File: src/design/nve_pkg.sv
// Package for the erase command register block: offsets, fields, reset values, types.
// Assumes a single 25 MHz clock domain and an AHB-Lite register bus with 32-bit data.
package nve_pkg;

    ////////////////////////////////////////////////////////////////////////////////
    // Register byte offsets
    localparam logic [11:0] OFF_READY       = 12'h0400;
    localparam logic [11:0] OFF_ACCESS_MODE = 12'h0504;
    localparam logic [11:0] OFF_PAGE_WIPE   = 12'h0508;
    localparam logic [11:0] OFF_WHOLE_ERASE = 12'h050c;
    localparam logic [11:0] OFF_LEGACY_PAGE = 12'h0510;
    localparam logic [11:0] OFF_CFG_ERASE   = 12'h0514;
    localparam logic [11:0] OFF_PART_ADDR   = 12'h0518;
    localparam logic [11:0] OFF_PART_SETUP  = 12'h051c;

    ////////////////////////////////////////////////////////////////////////////////
    // Field values and reset values
    localparam logic [1:0]  MODE_READ_ONLY  = 2'h0;
    localparam logic [1:0]  MODE_WRITE_EN   = 2'h1;
    localparam logic [1:0]  MODE_ERASE_EN   = 2'h2;
    localparam logic [31:0] RST_ZERO        = 32'h0000_0000;
    localparam logic [31:0] RST_PART_SETUP  = 32'h0000_000a;
    localparam logic [1:0]  HTRANS_NONSEQ   = 2'h2;

    ////////////////////////////////////////////////////////////////////////////////
    // Erase durations in microseconds and clock cycles; the cycle counts are loaded into the busy counter
    localparam int          CLK_MHZ         = 25;
    localparam int          PAGE_ERASE_US   = 40;
    localparam int          WHOLE_ERASE_US  = 100;
    localparam logic [15:0] PAGE_CYCLES     = 16'(PAGE_ERASE_US * CLK_MHZ);
    localparam logic [15:0] WHOLE_CYCLES    = 16'(WHOLE_ERASE_US * CLK_MHZ);

    typedef enum logic [2:0] {
        OP_NONE,
        OP_WHOLE,
        OP_CFG,
        OP_PAGE,
        OP_PARTIAL
    } nve_op_e;

    typedef enum logic {
        ST_IDLE,
        ST_BUSY
    } nve_state_e;

    // Command to the flash array
    typedef struct packed {
        logic        start;
        nve_op_e     op;
        logic [31:0] addr;
    } nve_cmd_s;

    // All state of the top module except the reset synchronizer
    typedef struct packed {
        nve_state_e  state;
        logic [15:0] count;
        logic [1:0]  mode;
        logic [31:0] pageWipe;
        logic [31:0] wholeErase;
        logic [31:0] legacyPage;
        logic [31:0] cfgErase;
        logic [31:0] partAddr;
        logic [31:0] partSetup;
        logic        dphWrite;
        logic        dphRead;
        logic [11:0] dphAddr;
        logic [31:0] rdata;
        nve_cmd_s    cmd;
    } nve_state_s;

endpackage

File: src/design/nve_erase_regs.sv
// Erase command registers with AHB-Lite slave and busy sequencing toward the flash array.
// Assumes the array accepts a one-cycle start pulse; busy time is counted here.
`timescale 1ns/1ps

// Function
// Writing 1 to whole-array trigger starts full erase including config area; 0 ignored.
// Software enables erase mode first; whole erase only runs when erase enabled.
// Writing 1 to config-area trigger starts config-area erase; 0 ignored.
// Software enables erase mode first; config-area erase needs erase enabled.
// Legacy page-erase write behaves exactly like ordinary page erase.
// Partial-erase register write takes page start address and starts partial erase.
// Software enables erase before and disables after each partial erase.
// All four erase command registers reset to zero.
// Access mode encodes 0 read-only, 1 write-enabled, 2 erase-enabled.
// Ready flag reads 0 while erasing, 1 when idle.
// New erase accepted only when idle; busy held until erase finishes.
module nve_erase_regs (
    input  wire logic             clk,
    input  wire logic             arst_n,
    input  wire logic             hsel,
    input  wire logic [31:0]      haddr,
    input  wire logic [1:0]       htrans,
    input  wire logic             hwrite,
    input  wire logic [2:0]       hsize,
    input  wire logic             hready,
    input  wire logic [31:0]      hwdata,
    output logic      [31:0]      hrdata,
    output logic                  hreadyout,
    output logic                  hresp,
    output nve_pkg::nve_cmd_s     eraseCmd,
    output logic                  busy
);

    ////////////////////////////////////////////////////////////////////////////////
    // Reset release
    logic rstMeta;
    logic rstSync;

    always_ff @(posedge clk or negedge arst_n) begin
        if (!arst_n) begin
            rstMeta <= 1'b0;
            rstSync <= 1'b0;
        end else begin
            rstMeta <= 1'b1;
            rstSync <= rstMeta;
        end
    end

    ////////////////////////////////////////////////////////////////////////////////
    // Read mux decode
    function automatic logic [31:0] readReg(input nve_pkg::nve_state_s s, input logic [11:0] a);
        logic [31:0] v;
        v = nve_pkg::RST_ZERO;
        if (a == nve_pkg::OFF_READY) begin
            v[0] = (s.state == nve_pkg::ST_IDLE);
        end else if (a == nve_pkg::OFF_ACCESS_MODE) begin
            v[1:0] = s.mode;
        end else if (a == nve_pkg::OFF_PAGE_WIPE) begin
            v = s.pageWipe;
        end else if (a == nve_pkg::OFF_WHOLE_ERASE) begin
            v = s.wholeErase;
        end else if (a == nve_pkg::OFF_LEGACY_PAGE) begin
            v = s.legacyPage;
        end else if (a == nve_pkg::OFF_CFG_ERASE) begin
            v = s.cfgErase;
        end else if (a == nve_pkg::OFF_PART_ADDR) begin
            v = s.partAddr;
        end else if (a == nve_pkg::OFF_PART_SETUP) begin
            v = s.partSetup;
        end
        return v;
    endfunction

    ////////////////////////////////////////////////////////////////////////////////
    // State
    nve_pkg::nve_state_s cur;
    nve_pkg::nve_state_s next_cur;
    logic                addrPhase;
    logic                eraseOn;
    logic                idle;
    logic [31:0]         wd;

    assign addrPhase = hsel && hready && (htrans == nve_pkg::HTRANS_NONSEQ);
    assign eraseOn   = (cur.mode == nve_pkg::MODE_ERASE_EN);
    assign idle      = (cur.state == nve_pkg::ST_IDLE);
    assign wd        = hwdata;

    always_comb begin
        next_cur           = cur;
        next_cur.cmd.start = 1'b0;
        next_cur.dphWrite  = 1'b0;
        next_cur.dphRead   = 1'b0;

        // Busy countdown; flag stays busy until the count runs out
        case (cur.state)
            nve_pkg::ST_IDLE: begin
                next_cur.count = 16'h0000;
            end
            nve_pkg::ST_BUSY: begin
                if (cur.count <= 16'h0001) begin
                    next_cur.state = nve_pkg::ST_IDLE;
                    next_cur.count = 16'h0000;
                end else begin
                    next_cur.count = cur.count - 16'h0001;
                end
            end
            default: begin
                next_cur.state = nve_pkg::ST_IDLE;
            end
        endcase

        // Data phase of a write: store and maybe launch a command
        if (cur.dphWrite) begin
            if (cur.dphAddr == nve_pkg::OFF_ACCESS_MODE) begin
                next_cur.mode = wd[1:0];
            end else if (cur.dphAddr == nve_pkg::OFF_PAGE_WIPE) begin
                next_cur.pageWipe = wd;
                if (eraseOn && idle) begin
                    next_cur.cmd   = '{start: 1'b1, op: nve_pkg::OP_PAGE, addr: wd};
                    next_cur.state = nve_pkg::ST_BUSY;
                    next_cur.count = nve_pkg::PAGE_CYCLES;
                end
            end else if (cur.dphAddr == nve_pkg::OFF_WHOLE_ERASE) begin
                next_cur.wholeErase = wd;
                if (wd[0] && eraseOn && idle) begin
                    next_cur.cmd   = '{start: 1'b1, op: nve_pkg::OP_WHOLE, addr: nve_pkg::RST_ZERO};
                    next_cur.state = nve_pkg::ST_BUSY;
                    next_cur.count = nve_pkg::WHOLE_CYCLES;
                end
            end else if (cur.dphAddr == nve_pkg::OFF_LEGACY_PAGE) begin
                next_cur.legacyPage = wd;
                if (eraseOn && idle) begin
                    next_cur.cmd   = '{start: 1'b1, op: nve_pkg::OP_PAGE, addr: wd};
                    next_cur.state = nve_pkg::ST_BUSY;
                    next_cur.count = nve_pkg::PAGE_CYCLES;
                end
            end else if (cur.dphAddr == nve_pkg::OFF_CFG_ERASE) begin
                next_cur.cfgErase = wd;
                if (wd[0] && eraseOn && idle) begin
                    next_cur.cmd   = '{start: 1'b1, op: nve_pkg::OP_CFG, addr: nve_pkg::RST_ZERO};
                    next_cur.state = nve_pkg::ST_BUSY;
                    next_cur.count = nve_pkg::PAGE_CYCLES;
                end
            end else if (cur.dphAddr == nve_pkg::OFF_PART_ADDR) begin
                next_cur.partAddr = wd;
                if (eraseOn && idle) begin
                    next_cur.cmd   = '{start: 1'b1, op: nve_pkg::OP_PARTIAL, addr: wd};
                    next_cur.state = nve_pkg::ST_BUSY;
                    next_cur.count = (cur.partSetup[15:0] == 16'h0000) ? 16'h0001 : cur.partSetup[15:0];
                end
            end else if (cur.dphAddr == nve_pkg::OFF_PART_SETUP) begin
                next_cur.partSetup = wd;
            end
        end

        // Address phase capture; read data prepared for the next cycle
        if (addrPhase) begin
            next_cur.dphAddr  = haddr[11:0];
            next_cur.dphWrite = hwrite;
            next_cur.dphRead  = !hwrite;
            next_cur.rdata    = readReg(cur, haddr[11:0]);
        end
    end

    always_ff @(posedge clk or negedge rstSync) begin
        if (!rstSync) begin
            cur           <= '0;
            cur.state     <= nve_pkg::ST_IDLE;
            cur.mode      <= nve_pkg::MODE_READ_ONLY;
            cur.partSetup <= nve_pkg::RST_PART_SETUP;
        end else begin
            cur <= next_cur;
        end
    end

    ////////////////////////////////////////////////////////////////////////////////
    // Outputs from flip-flops; hreadyout and hresp tied to constants
    assign hrdata    = cur.rdata;
    assign hreadyout = 1'b1;
    assign hresp     = 1'b0;
    assign eraseCmd  = cur.cmd;
    assign busy      = (cur.state == nve_pkg::ST_BUSY);

endmodule

File: config.mk
export PLATFORM = sky130hd
export DESIGN_NAME = nve_erase_regs
export DESIGN_NICKNAME = d
export VERILOG_FILES = /design/src/design/nve_pkg.sv /design/src/design/nve_erase_regs.sv
export SDC_FILE = /design/constraint.sdc
export NUM_CORES = 1
export LEC_CHECK = 0
export ABC_AREA = 1
export BUFFER_PORTS_ARGS = -buffer_cell sky130_fd_sc_hd__buf_2
export CORE_MARGIN = 4
export CORE_UTILIZATION = 53
export CTS_BUF_LIST = sky130_fd_sc_hd__clkbuf_4 sky130_fd_sc_hd__clkbuf_8
export DETAILED_ROUTE_END_ITERATION = 8
export PLACE_DENSITY = 0.86
export SYNTH_ARGS = -nofsm -noshare
export SYNTH_HDL_FRONTEND = slang
export SYNTH_SLANG_ARGS = --single-unit
File: constraint.sdc
create_clock -name clk -period 9 [get_ports clk]
set_input_delay 0.45 -clock clk [delete_from_list [all_inputs] [get_ports clk]]
set_output_delay 0.45 -clock clk [all_outputs]
set_load 0.02 [all_outputs]
Word-level counts from Yosys, hierarchy flattened
Cells that the tools add are included.
W data, S select, Z words.
{"block": "totals", "word_cells": 113, "out_inout_bits": 71, "regBits": 294}
{"block": "op_classes", "magnitude_cmp": 1, "n_mux": 51, "reduce_logical": 17, "n_eq_ne": 19, "bitwise": 7, "addsub": 1}
{"cell": "$mux W32", "count": 13}
{"cell": "$mux W36", "count": 11}
{"cell": "$mux W211", "count": 1}
{"cell": "$mux W192", "count": 1}
{"cell": "$eq A12 B11 Y1 const B", "count": 15}
{"cell": "$mux W17", "count": 10}
{"cell": "$mux W160", "count": 1}
{"cell": "$mux W128", "count": 1}
{"cell": "$mux W96", "count": 1}
{"cell": "$mux W64", "count": 1}
{"cell": "$mux W46", "count": 1}
{"cell": "$mux W16", "count": 2}
{"cell": "$pmux W16 S2", "count": 1}
{"cell": "$mux W31", "count": 1}
{"cell": "$mux W30", "count": 1}
{"cell": "$le A16 B1 Y1 const B", "count": 1}
{"cell": "$logic_not A16 Y1", "count": 1}
{"cell": "$sub A16 B1 Y16 const B", "count": 1}
{"cell": "$reduce_and A6 Y1", "count": 2}
{"cell": "$reduce_bool A5 Y1", "count": 2}
{"cell": "$reduce_and A8 Y1", "count": 1}
{"cell": "$not A1 Y1", "count": 7}
{"cell": "$reduce_and A7 Y1", "count": 1}
{"cell": "$logic_and A1 B1 Y1", "count": 5}
{"cell": "other kinds (10)", "count": 14}

Depth between registers and ports, before layout
Gate-level depths: netlist (run 1).
{"block": "depth", "word_depth": 11, "ltp_mapped": 14, "mapped_depth_nobuf": 13}

Least setup slack after synthesis (run 1)
No wires, ideal clock.
{"block": "synth_path", "path_type": "input-to-reg", "start": "in haddr[7]", "end": "reg cur (netlist bit hrdata[10])", "setup_ns": 0.116, "n_path_buf": 1, "path_slack_ns": 7.291, "arrival_time_ns": 1.592, "required_ns": 8.884, "cell_stages": 11, "path_cell_list": "nor2_1 -> nand2_1 -> nor2_1 -> inv_1 -> nor2_2 -> inv_1 -> clkbuf_1 -> nor2_1 -> nor2_1 -> nand2_1 -> nand2_1"}
{"block": "synth_via", "elab_chain_cells": 9, "word_cells_on_any_way": 16, "classes_between": "8 x eq/ne; 8 x mux"}
{"item": "from (decl)", "line_no": "nve_erase_regs.sv:21", "rtl": "input wire logic [31:0] haddr,"}
{"item": "$eq A12 B11 Y1", "line_no": "nve_erase_regs.sv:68", "rtl": "end else if (a == nve_pkg::OFF_PART_SETUP) begin"}
{"item": "$mux W32", "line_no": "nve_erase_regs.sv:68"}
{"item": "$mux W32", "line_no": "nve_erase_regs.sv:66", "rtl": "end else if (a == nve_pkg::OFF_PART_ADDR) begin"}
{"item": "$mux W32", "line_no": "nve_erase_regs.sv:64", "rtl": "end else if (a == nve_pkg::OFF_CFG_ERASE) begin"}
{"item": "$mux W32", "line_no": "nve_erase_regs.sv:62", "rtl": "end else if (a == nve_pkg::OFF_LEGACY_PAGE) begin"}
{"item": "$mux W32", "line_no": "nve_erase_regs.sv:60", "rtl": "end else if (a == nve_pkg::OFF_WHOLE_ERASE) begin"}
{"item": "$mux W32", "line_no": "nve_erase_regs.sv:58", "rtl": "end else if (a == nve_pkg::OFF_PAGE_WIPE) begin"}
{"item": "$mux W30", "line_no": "nve_erase_regs.sv:56", "rtl": "end else if (a == nve_pkg::OFF_ACCESS_MODE) begin"}
{"item": "$mux W31 (*)", "line_no": "nve_erase_regs.sv:54", "rtl": "if (a == nve_pkg::OFF_READY) begin"}
{"item": "to (signal assigned)", "line_no": "nve_erase_regs.sv:172", "rtl": "cur <= next_cur;"}
{"item": "to (decl)", "line_no": "nve_erase_regs.sv:76", "rtl": "nve_pkg::nve_state_s cur;"}
Every way passes the cells marked *; elsewhere a longest branch is shown, timed or not.
A chain may end at the register's enable or synchronous reset.

Final worst setup path (run 1)
{"block": "layout_path", "start": "reg cur[70] in the netlist's numbering", "end": "reg cur (netlist bit eraseCmd[34])"}
{"block": "layout_via", "elab_chain_cells": 5, "word_cells_on_any_way": 16, "classes_between": "8 x eq/ne; 4 x mux; 1 x bitwise; 3 x reduce/logical"}
{"item": "$eq A12 B11 Y1", "line_no": "nve_erase_regs.sv:137", "rtl": "end else if (cur.dphAddr == nve_pkg::OFF_CFG_ERASE) begin"}
{"item": "$mux W36", "line_no": "nve_erase_regs.sv:137"}
{"item": "$mux W36", "line_no": "nve_erase_regs.sv:130", "rtl": "end else if (cur.dphAddr == nve_pkg::OFF_LEGACY_PAGE) begin"}
{"item": "$mux W36", "line_no": "nve_erase_regs.sv:123", "rtl": "end else if (cur.dphAddr == nve_pkg::OFF_WHOLE_ERASE) begin"}
{"item": "$mux W36", "line_no": "nve_erase_regs.sv:116", "rtl": "end else if (cur.dphAddr == nve_pkg::OFF_PAGE_WIPE) begin"}
Several ways; a longest one is shown, not always the timed one.

==> results of run 1 <==
sequential cells by signal (all words and copies together), names as in the netlist:
register	count
cur	223
eraseCmd	36
hrdata	32
busy	1
rstMeta	1
rstSync	1
synthesized netlist by cell type (2+ instances only):
cell type  count  share of area
inv_1         96          0.026
nor3_1         8         0.0028
buf_6          3         0.0024
nand3_1      114          0.041
o21a_1         3         0.0016
xnor2_1        3         0.0019
nand2_1      518           0.14
ha_1           2         0.0018
a21oi_1       71          0.025
nand2_2        3         0.0013
dfrtp_1      292           0.52
dfstp_2        2         0.0037
conb_1         2        0.00053
clkbuf_1      48          0.013
o22ai_1        5         0.0022
nand2_4        2         0.0016
buf_2         35          0.012
buf_4         75          0.040
inv_2          9         0.0024
nor2_4         3         0.0024
nor2_2         5         0.0022
nor2_1       107          0.029
nand4_1       43          0.019
nand3_2        5         0.0036
o32ai_1        2         0.0012
o21ai_0      218          0.078
xor2_1         9         0.0056
o21ai_1       48          0.017
final cells by class:
type,count,area [µm²]
flip-flops and latches,294,7360
fillers,2253,10700
well taps,335,419
repair buffers,133,716
multi-input cells,1180,5400
clock buffers,76,946
clock inverters,9,73.8
inverters,106,398
cells in the final DEF, fill, tap and decap left out, types with 4 or more instances in the layout:
| cell type | count |
|---|---|
| inv_2 | 9 |
| nor2_2 | 5 |
| inv_1 | 96 |
| o21ai_1 | 48 |
| buf_4 | 12 |
| o22ai_1 | 5 |
| nor2_4 | 6 |
| dfrtp_1 | 291 |
| o21ai_0 | 218 |
| clkbuf_8 | 60 |
| nand3_1 | 110 |
| nor2_1 | 104 |
| buf_2 | 119 |
| xor2_1 | 9 |
| nand2_1 | 517 |
| nor3_1 | 8 |
| nand2_2 | 4 |
| a21oi_1 | 71 |
| clkinv_2 | 7 |
| clkbuf_4 | 16 |
| nand3_2 | 9 |
| nand4_1 | 43 |
path summary, 6_finish.rpt:
kind / startpoint / end / slack [ps] / cells after the start
worst max-delay path: cur[70] / eraseCmd[34] / 6240 / 10
worst min-delay path: hwrite / cur[81] / 100 / 3
worst max register to register: cur[70] / eraseCmd[34] / 6240 / 10
worst min register to register: rstMeta / rstSync / 350 / 0
max in group asynchronous: rstSync / cur[289] / 7020 / 1
min in group asynchronous: arst_n / rstSync / 200 / 2
power groups by stage:
stage                     clock network [mW]  registers [mW]  logic [mW]
after global placement                     0            1.39       0.119
after global routing                    1.32            1.37       0.139
after CTS                               1.25            1.37       0.123
after floorplan                            0            1.40      0.0670
final                                   1.23            1.37       0.123
after detailed placement                   0            1.39       0.123
repair_timing:
item | 4_1_cts | 5_1_grt
hold endpoints to repair | 2 | 0
gates resized for setup | 0 | 0
endpoints found under the setup margin | 0 | 0
hold buffers | 1 | 0
metal layers:
layer | global-route usage | share of wire | vias up
li1 | - | - | 5644
met1 | 0.338 | 0.41 | 5672
met2 | 0.427 | 0.48 | 526
met3 | 0.0407 | 0.076 | 90
met4 | 0.107 | 0.035 | 0
met5 | 0 | 0 | -
kinds of logic (layout without fill, tap and decap cells):
group,count (synthesis),after routing,share of synthesized area
adder cells (fa/ha/maj),2,2,0.00178
flip-flops,294,294,0.523
XOR/XNOR,12,12,0.00748
AND/OR/NAND/NOR,813,813,0.244
AO/OA/AOI/OAI,350,350,0.127
other,2,3,0.000534
buffers and inverters,268,324,0.0964
critical path: cells and delay by family (launching register included):
kind | cells | cell delay (ps)
AO/OA/AOI/OAI | 1 | 280
buffers and inverters | 3 | 790
flip-flops | 1 | 440
AND/OR/NAND/NOR | 6 | 1110
through the flow:
| stage | util | cell area (µm²) | hold WS, ps |
|---|---|---|---|
| 3_5_place_dp | 0.548 | 14300 | 238 |
| 4_1_cts | 0.588 | 15300 | 75.0 |
| 6_report | 0.588 | 15300 | 104 |
| 5_1_grt | 0.588 | 15300 | 79.9 |
| 2_1_floorplan | - | 14100 | 154 |
| 3_3_place_gp | 0.548 | 14300 | 236 |
==> flow_summary.json, run 1 <==
{
  "outcome": "complete, no violations",
  "clk_pin_slew_ps": 60,
  "fin_tns_setup_ps": 0,
  "cp_common_cell": "nand2_1",
  "power.leakage_nw": 8.15,
  "numPortBuffers": 119,
  "dieArea_um2": 29200,
  "min_period_ps": 2760,
  "route.detailed.drc": 0,
  "grt_use_total": 0.256,
  "final_cells": 2133,
  "routed-via-count": 11900,
  "syn_inst": 1741,
  "drv_cap": 0,
  "postCtsSetupRepairBufs": 0,
  "pwr-share-seq": 0.503,
  "grt_start_max_net_pins": 151,
  "maxSlewHeadroom": 0.151,
  "synthArstFlopShare": 1.00,
  "worst_path_largest_cell_delay_ps": 560,
  "power_per_cell_area_nw_per_um2": 177,
  "cts_inserted_buffers": 48,
  "clockBufferDepth": 3,
  "pwr-share-clk": 0.452,
  "cts_root_buffer": "clkbuf_8",
  "syn-cell-area_um2": 14100,
  "worstMarginPinSlew_ps": 1270,
  "max_freq_ghz": 0.362,
  "rsz0062_at_grt": "no",
  "cts.sinks": 294,
  "area_growth_pct": 8.89,
  "p_sw_frac": 0.238,
  "tritoncts": "yes",
  "overflow": 0,
  "clock_latency_ps": 570,
  "drive_above_1_share": 0.143,
  "clock_skew_ps": 11.2,
  "dp_cells": 2047,
  "drt_wl_total_um": 36800,
  "wire_per_inst_um": 17.3,
  "antenna_found_initial": 0,
  "grt_pass1_vias": 11900,
  "synth_warnings": 0,
  "crit_path_max_fanout": 36,
  "hold_viol": 0,
  "rows": 59,
  "p_int_mw": 2.07,
  "startpoint_type": "flip-flop",
  "netSwitchingPower_mw": 0.647,
  "place.gp.congestion": 0.945,
  "cts_max_level": 2,
  "worstSetupPathType": "reg -> reg",
  "antenna_cells": 0,
  "ys_seq_elements": 294,
  "ir_drop_v": 0.000119,
  "drtPass1Iterations": 6,
  "worstPathRequired_ps": 9450,
  "cp-end-kind": "flip-flop",
  "ios": 145,
  "worstPathArrival_ps": 3220,
  "grt_pass1_wl_um": 60400,
  "cp_slowest_cell": "inv_2",
  "p_comb_frac": 0.045,
  "path_cells": "inv_2 -> nand2_1 -> nor2_4 -> nand2_1 -> nand3_1 -> nand2_1 -> inv_2 -> nand2_4 -> o21ai_0 -> inv_1",
  "period_share": 0.307,
  "core_area_um2": 26100,
  "dieHeight_um": 171,
  "die_w_um": 171,
  "start_util": 0.540,
  "routed_via_density": 5.59,
  "dpl_worst_slack_ps": 5960,
  "synth_ff_type": "dfrtp_1",
  "synth-edff-count": 0,
  "final_nets": 1839,
  "hold_path_class": "in -> reg",
  "postSynthAreaPerCell_um2": 8.08,
  "ys_types": 38,
  "maxSlewViolCount": 0,
  "drtIter0Drc": 1411,
  "setup_viol": 0,
  "setup_slack_ps": 6240,
  "synth-seq-area-share": 0.523,
  "totalPowerFinal_mw": 2.72,
  "dp_hpwl_um": 22800,
  "drtAntennaViolNets": 0
}
Note: power is estimated with default switching activity, not from simulation.
==> run 2: changes to the inputs <==
--- a/config.mk
+++ b/config.mk
@@ -5,13 +5,13 @@
 export SDC_FILE = /design/constraint.sdc
 export NUM_CORES = 1
 export LEC_CHECK = 0
-export ABC_AREA = 1
+export ABC_AREA = 0
 export BUFFER_PORTS_ARGS = -buffer_cell sky130_fd_sc_hd__buf_2
 export CORE_MARGIN = 4
 export CORE_UTILIZATION = 53
 export CTS_BUF_LIST = sky130_fd_sc_hd__clkbuf_4 sky130_fd_sc_hd__clkbuf_8
 export DETAILED_ROUTE_END_ITERATION = 8
-export PLACE_DENSITY = 0.86
+export PLACE_DENSITY = 0.83
 export SYNTH_ARGS = -nofsm -noshare
 export SYNTH_HDL_FRONTEND = slang
 export SYNTH_SLANG_ARGS = --single-unit
==> constraint.sdc (replaced) <==
create_clock -name clk -period 2.9 [get_ports clk]
set_input_delay 0.145 -clock clk [delete_from_list [all_inputs] [get_ports clk]]
set_output_delay 0.145 -clock clk [all_outputs]
set_load 0.02 [all_outputs]
==> flow_summary.json, run 2 <==
{
  "outcome": "complete, no violations",
  "fillers": 1921,
  "final_common_cell": "dfrtp_1",
  "synth.most_common_cell": "dfrtp_1",
  "route.detailed.drc": 0,
  "grt_use_total": 0.237,
  "synth_area_leaders": "dfrtp_1 54%, mux2_2 16%, buf_4 4.0%, a22o_1 3.9%, o21ai_0 2.6%",
  "ir_drop_v": 0.000509,
  "dieHeight_um": 168,
  "wire_per_inst_um": 21.0,
  "syn-cell-area_um2": 13600,
  "die_w_um": 168,
  "ys_types": 71,
  "top_register": "cur",
  "path_cells": "or4_1 -> or4b_4 -> o21ai_4 -> nand2b_1 -> o2111ai_1",
  "clk_pin_slew_ps": 60,
  "routed_via_density": 6.00,
  "place.gp.congestion": 0.897,
  "period_share": 0.784,
  "clock_skew_ps": 30.3,
  "clockBufferDepth": 3,
  "cp-end-kind": "flip-flop",
  "power_per_cell_area_nw_per_um2": 542,
  "final_cells": 1592,
  "synth_warnings": 0,
  "dp_hpwl_um": 21500,
  "drv_cap": 0,
  "synth-edff-count": 0,
  "antenna_found_initial": 3,
  "synth_common_cells": "292 x dfrtp_1, 199 x mux2_2, 73 x buf_4, 72 x o21ai_0, 64 x nand2_1",
  "cts_inserted_buffers": 48,
  "grt_pass1_wl_um": 54500,
  "cp_slowest_cell": "or4_1",
  "worstMarginPinSlew_ps": 709,
  "grt_start_max_net_pins": 73,
  "area_growth_pct": 14.7,
  "clock_latency_ps": 570,
  "drt_wl_total_um": 33400,
  "ios": 145,
  "cts_max_level": 2,
  "whs_ps": 35.0,
  "largest_reg_flops": 223,
  "synth_ff_type": "dfrtp_1",
  "maxSlewHeadroom": 0.528,
  "overflow": 0,
  "worst_path_largest_cell_delay_ps": 560,
  "tritoncts": "yes",
  "fin_tns_setup_ps": 0,
  "final_nets": 1303,
  "hold_viol": 0,
  "drtIter0Drc": 645,
  "crit_path_max_fanout": 17,
  "power.leakage_nw": 7.26,
  "setup_viol": 0,
  "max_freq_ghz": 0.440,
  "worstPathArrival_ps": 2680,
  "cts.sinks": 294,
  "hold_path_class": "in -> reg",
  "maxSlewViolCount": 0,
  "syn_inst": 1121,
  "yosysTopAreaCell": "dfrtp_1",
  "routed-via-count": 9552,
  "hold_buffers": 42,
  "worstSetupPathType": "reg -> reg",
  "worstPathRequired_ps": 3310,
  "min_period_ps": 2270,
  "drive_above_1_share": 0.368,
  "mostFrequentLayoutCells": "291 x dfrtp_1, 199 x mux2_2, 119 x buf_2, 72 x o21ai_0, 64 x nand2_1",
  "cts_root_buffer": "clkbuf_8",
  "netlist.area_leader.share": 0.535,
  "start_util": 0.540,
  "dieArea_um2": 28400,
  "core_area_um2": 25300,
  "rows": 58,
  "grt_pass1_vias": 10200,
  "rsz0062_at_grt": "no",
  "drtPass1Iterations": 5,
  "dp_cells": 1465,
  "ys_seq_elements": 294,
  "synth-seq-area-share": 0.539,
  "postSynthAreaPerCell_um2": 12.2,
  "numPortBuffers": 119,
  "cts.repair.resized": 0,
  "drtAntennaViolNets": 0,
  "synthArstFlopShare": 1.00,
  "postCtsSetupRepairBufs": 0,
  "startpoint_type": "flip-flop"
}
run 2: metal layers:
layer	share of wire	routed length, µm	up-vias	global-route usage
li1	-	-	4265	-
met1	0.40	13400	4874	0.301
met2	0.50	16600	321	0.408
met3	0.068	2250	88	0.0441
met4	0.032	1060	4	0.0900
met5	0.00081	27	-	0
run 2: cell families (layout without fill, tap and decap cells):
logic type / Yosys count / in the layout / share of synthesized area
buf+inv: 156 / 295 / 0.0672
compound gates: 274 / 274 / 0.144
fa+ha+maj: 2 / 2 / 0.00183
flops: 294 / 294 / 0.539
other cells: 2 / 4 / 0.000550
mux: 204 / 204 / 0.168
xor+xnor: 15 / 15 / 0.00962
simple gates: 174 / 174 / 0.0695
run 2: final timing paths:
check | from | to | slack [ps] | cells past startpoint
min in group asynchronous | rstSync | hrdata[28] | 390 | 0
min | hwdata[1] | eraseCmd[1] | 30 | 2
min reg2reg | rstMeta | rstSync | 350 | 0
max reg2reg | cur[289] | cur[284] | 630 | 5
max in group asynchronous | rstSync | cur[282] | 1670 | 1
max | cur[289] | cur[284] | 630 | 5
run 2: worst max-delay path: cells and delay by family, from the launching register on:
kind,cells,cell delay (ps)
compound gates,2,480
flops,1,400
simple gates,3,1240
run 2: where the power goes:
part           leakage (nW)  switching [mW]  internal, mW
logic                  2.87           0.322         0.226
registers              3.85           0.100          4.19
clock network         0.531            1.60          2.04
total                  7.26            2.02          6.46
run 2: per-stage QoR:
| step | worst slack, ps | total power [mW] | instance area [µm²] | util |
|---|---|---|---|---|
| global route | 462 | 8.82 | 15700 | 0.620 |
| global placement | 652 | 4.84 | 14200 | 0.564 |
| floorplan | -27.8 | 4.66 | 13700 | - |
| finish | 626 | 8.49 | 15700 | 0.620 |
| CTS | 634 | 8.56 | 15700 | 0.620 |
| detailed placement | 644 | 4.86 | 14200 | 0.564 |
run 2: layout make-up:
cell class | instances | area [µm²] | share of cell area
diodes | 1 | 2.50 | 0.000160
clock buffers | 76 | 933 | 0.0596
clock inverters | 8 | 57.6 | 0.00367
inverters | 11 | 41.3 | 0.00264
multi-input cells | 672 | 5440 | 0.348
flip-flops and latches | 294 | 7360 | 0.470
well taps | 330 | 413 | 0.0264
repair buffers | 200 | 1410 | 0.0900
==> run 3: changes to the inputs <==
==> constraint.sdc (replaced) <==
create_clock -name clk -period 2.13 [get_ports clk]
set_input_delay 0.1065 -clock clk [delete_from_list [all_inputs] [get_ports clk]]
set_output_delay 0.1065 -clock clk [all_outputs]
set_load 0.02 [all_outputs]
==> flow_summary.json, run 3 (synthesized netlist as in run 2, its figures left out) <==
{
  "grt_start_max_net_pins": 60,
  "drtPass1Iterations": 5,
  "grt_use_total": 0.244,
  "rsz0062_at_grt": "yes",
  "core_area_um2": 25300,
  "dieArea_um2": 28400,
  "final_cells": 1622,
  "clk_pin_slew_ps": 60,
  "final_common_cell": "dfrtp_1",
  "violations": "setup timing",
  "hold_viol": 0,
  "cp-end-kind": "flip-flop",
  "ios": 145,
  "whs_path_depth": 2,
  "route.detailed.drc": 0,
  "cts_inserted_buffers": 47,
  "min_to": "cur[72]",
  "grt_pass1_wl_um": 55800,
  "clock_latency_ps": 590,
  "max_freq_ghz": 0.469,
  "clock_skew_ps": 26.0,
  "wire_per_inst_um": 21.4,
  "setup_slack_ps": -3.02,
  "cts_root_buffer": "clkbuf_8",
  "min_period_ps": 2130,
  "area_growth_pct": 18.0,
  "routed_via_density": 6.08,
  "period_share": 1.00,
  "antenna_found_initial": 2,
  "crit_path_max_fanout": 6,
  "routed-via-count": 9854,
  "mostFrequentLayoutCells": "291 x dfrtp_1, 199 x mux2_2, 119 x buf_2, 72 x o21ai_0, 64 x nand2_1",
  "start_util": 0.540,
  "maxSlewViolCount": 0,
  "worstSetupPathType": "reg -> reg",
  "rows": 58,
  "numPortBuffers": 119,
  "dpl_worst_slack_ps": 24.4,
  "overflow": 0,
  "power.leakage_nw": 7.48,
  "drt_wl_total_um": 34800,
  "drtIter0Drc": 802,
  "worstPathRequired_ps": 2570,
  "grt_pass1_vias": 10400,
  "drtAntennaViolNets": 0,
  "r2r_cells": 5,
  "tritoncts": "yes",
  "final_nets": 1332,
  "maxSlewHeadroom": 0.498,
  "power_per_cell_area_nw_per_um2": 740,
  "dp_hpwl_um": 21500,
  "die_w_um": 168,
  "worstMarginPinSlew_ps": 754,
  "place.gp.congestion": 0.895,
  "startpoint_type": "flip-flop",
  "cts_max_level": 2,
  "drive_above_1_share": 0.385,
  "ir_drop_v": 0.000547,
  "cts.sinks": 294,
  "rr_endpoint": "cur[284]",
  "top_register": "cur",
  "rr_startpoint": "cur[290]",
  "worstPathArrival_ps": 2580,
  "drv_cap": 0,
  "dp_cells": 1491,
  "fin_tns_setup_ps": -3.02,
  "clockBufferDepth": 3,
  "min_from": "haddr[4]",
  "hold_path_class": "in -> reg",
  "dieHeight_um": 168,
  "setup_viol": 1,
  "antenna_cells": 0,
  "largest_reg_flops": 223,
  "outcome": "complete, but fails checks",
  "r2r_slack_ps": -3
}
## run 3: final cells by class
type / instances / area (µm²)
Tap cell: 330 / 413
Multi-Input combinational cell: 673 / 5500
Clock inverter: 9 / 93.8
Timing Repair Buffer: 229 / 1750
Sequential cell: 294 / 7360
Inverter: 11 / 41.3
Fill cell: 1864 / 9140
Clock buffer: 76 / 952
## run 3: report_power, final
group	switching, mW	internal, mW
Sequential	0.103	5.71
Clock	2.27	2.98
Combinational	0.505	0.354
## run 3: what timing repair did
action	4_1_cts	5_1_grt
hold endpoints to repair	233	0
setup endpoints to repair	0	19
gates resized for setup	0	9
setup buffers	0	1
hold buffers	44	0
## run 3: routing by layer
layer / vias up / GRT usage / routed length (µm)
li1: 4326 / - / -
met1: 5030 / 0.316 / 13900
met4: 4 / 0.0963 / 1140
met3: 103 / 0.0418 / 2370
met5: - / 0 / 27
met2: 391 / 0.411 / 17300
## run 3: critical path, cell delays in order (launching register included)
cell and delay (ps):
dfrtp_1 400, or4_4 520, or4b_4 530, o21ai_4 260, nand2b_4 170, o2111ai_2 110
## run 3: stage by stage
stage	hold slack, ps	area, µm²	total power, mW	utilization
6_report	65.8	16100	11.9	0.638
5_1_grt	59.3	16100	12.4	0.638
4_1_cts	29.0	16000	12.0	0.635
3_5_place_dp	-108	14600	6.68	0.576
3_3_place_gp	-107	14600	6.65	0.576
2_1_floorplan	-189	13700	6.34	-
## run 3: how the worst max path moves through the flow
stage	endpoint	start	slack, ps
2_1_floorplan	busy	rstSync	-800
3_3_place_gp	cur[284]	cur[289]	40
3_5_place_dp	hrdata[10]	haddr[2]	20
4_1_cts	cur[284]	cur[289]	20
5_1_grt	cur[284]	cur[290]	-30
6_report	cur[284]	cur[290]	-3
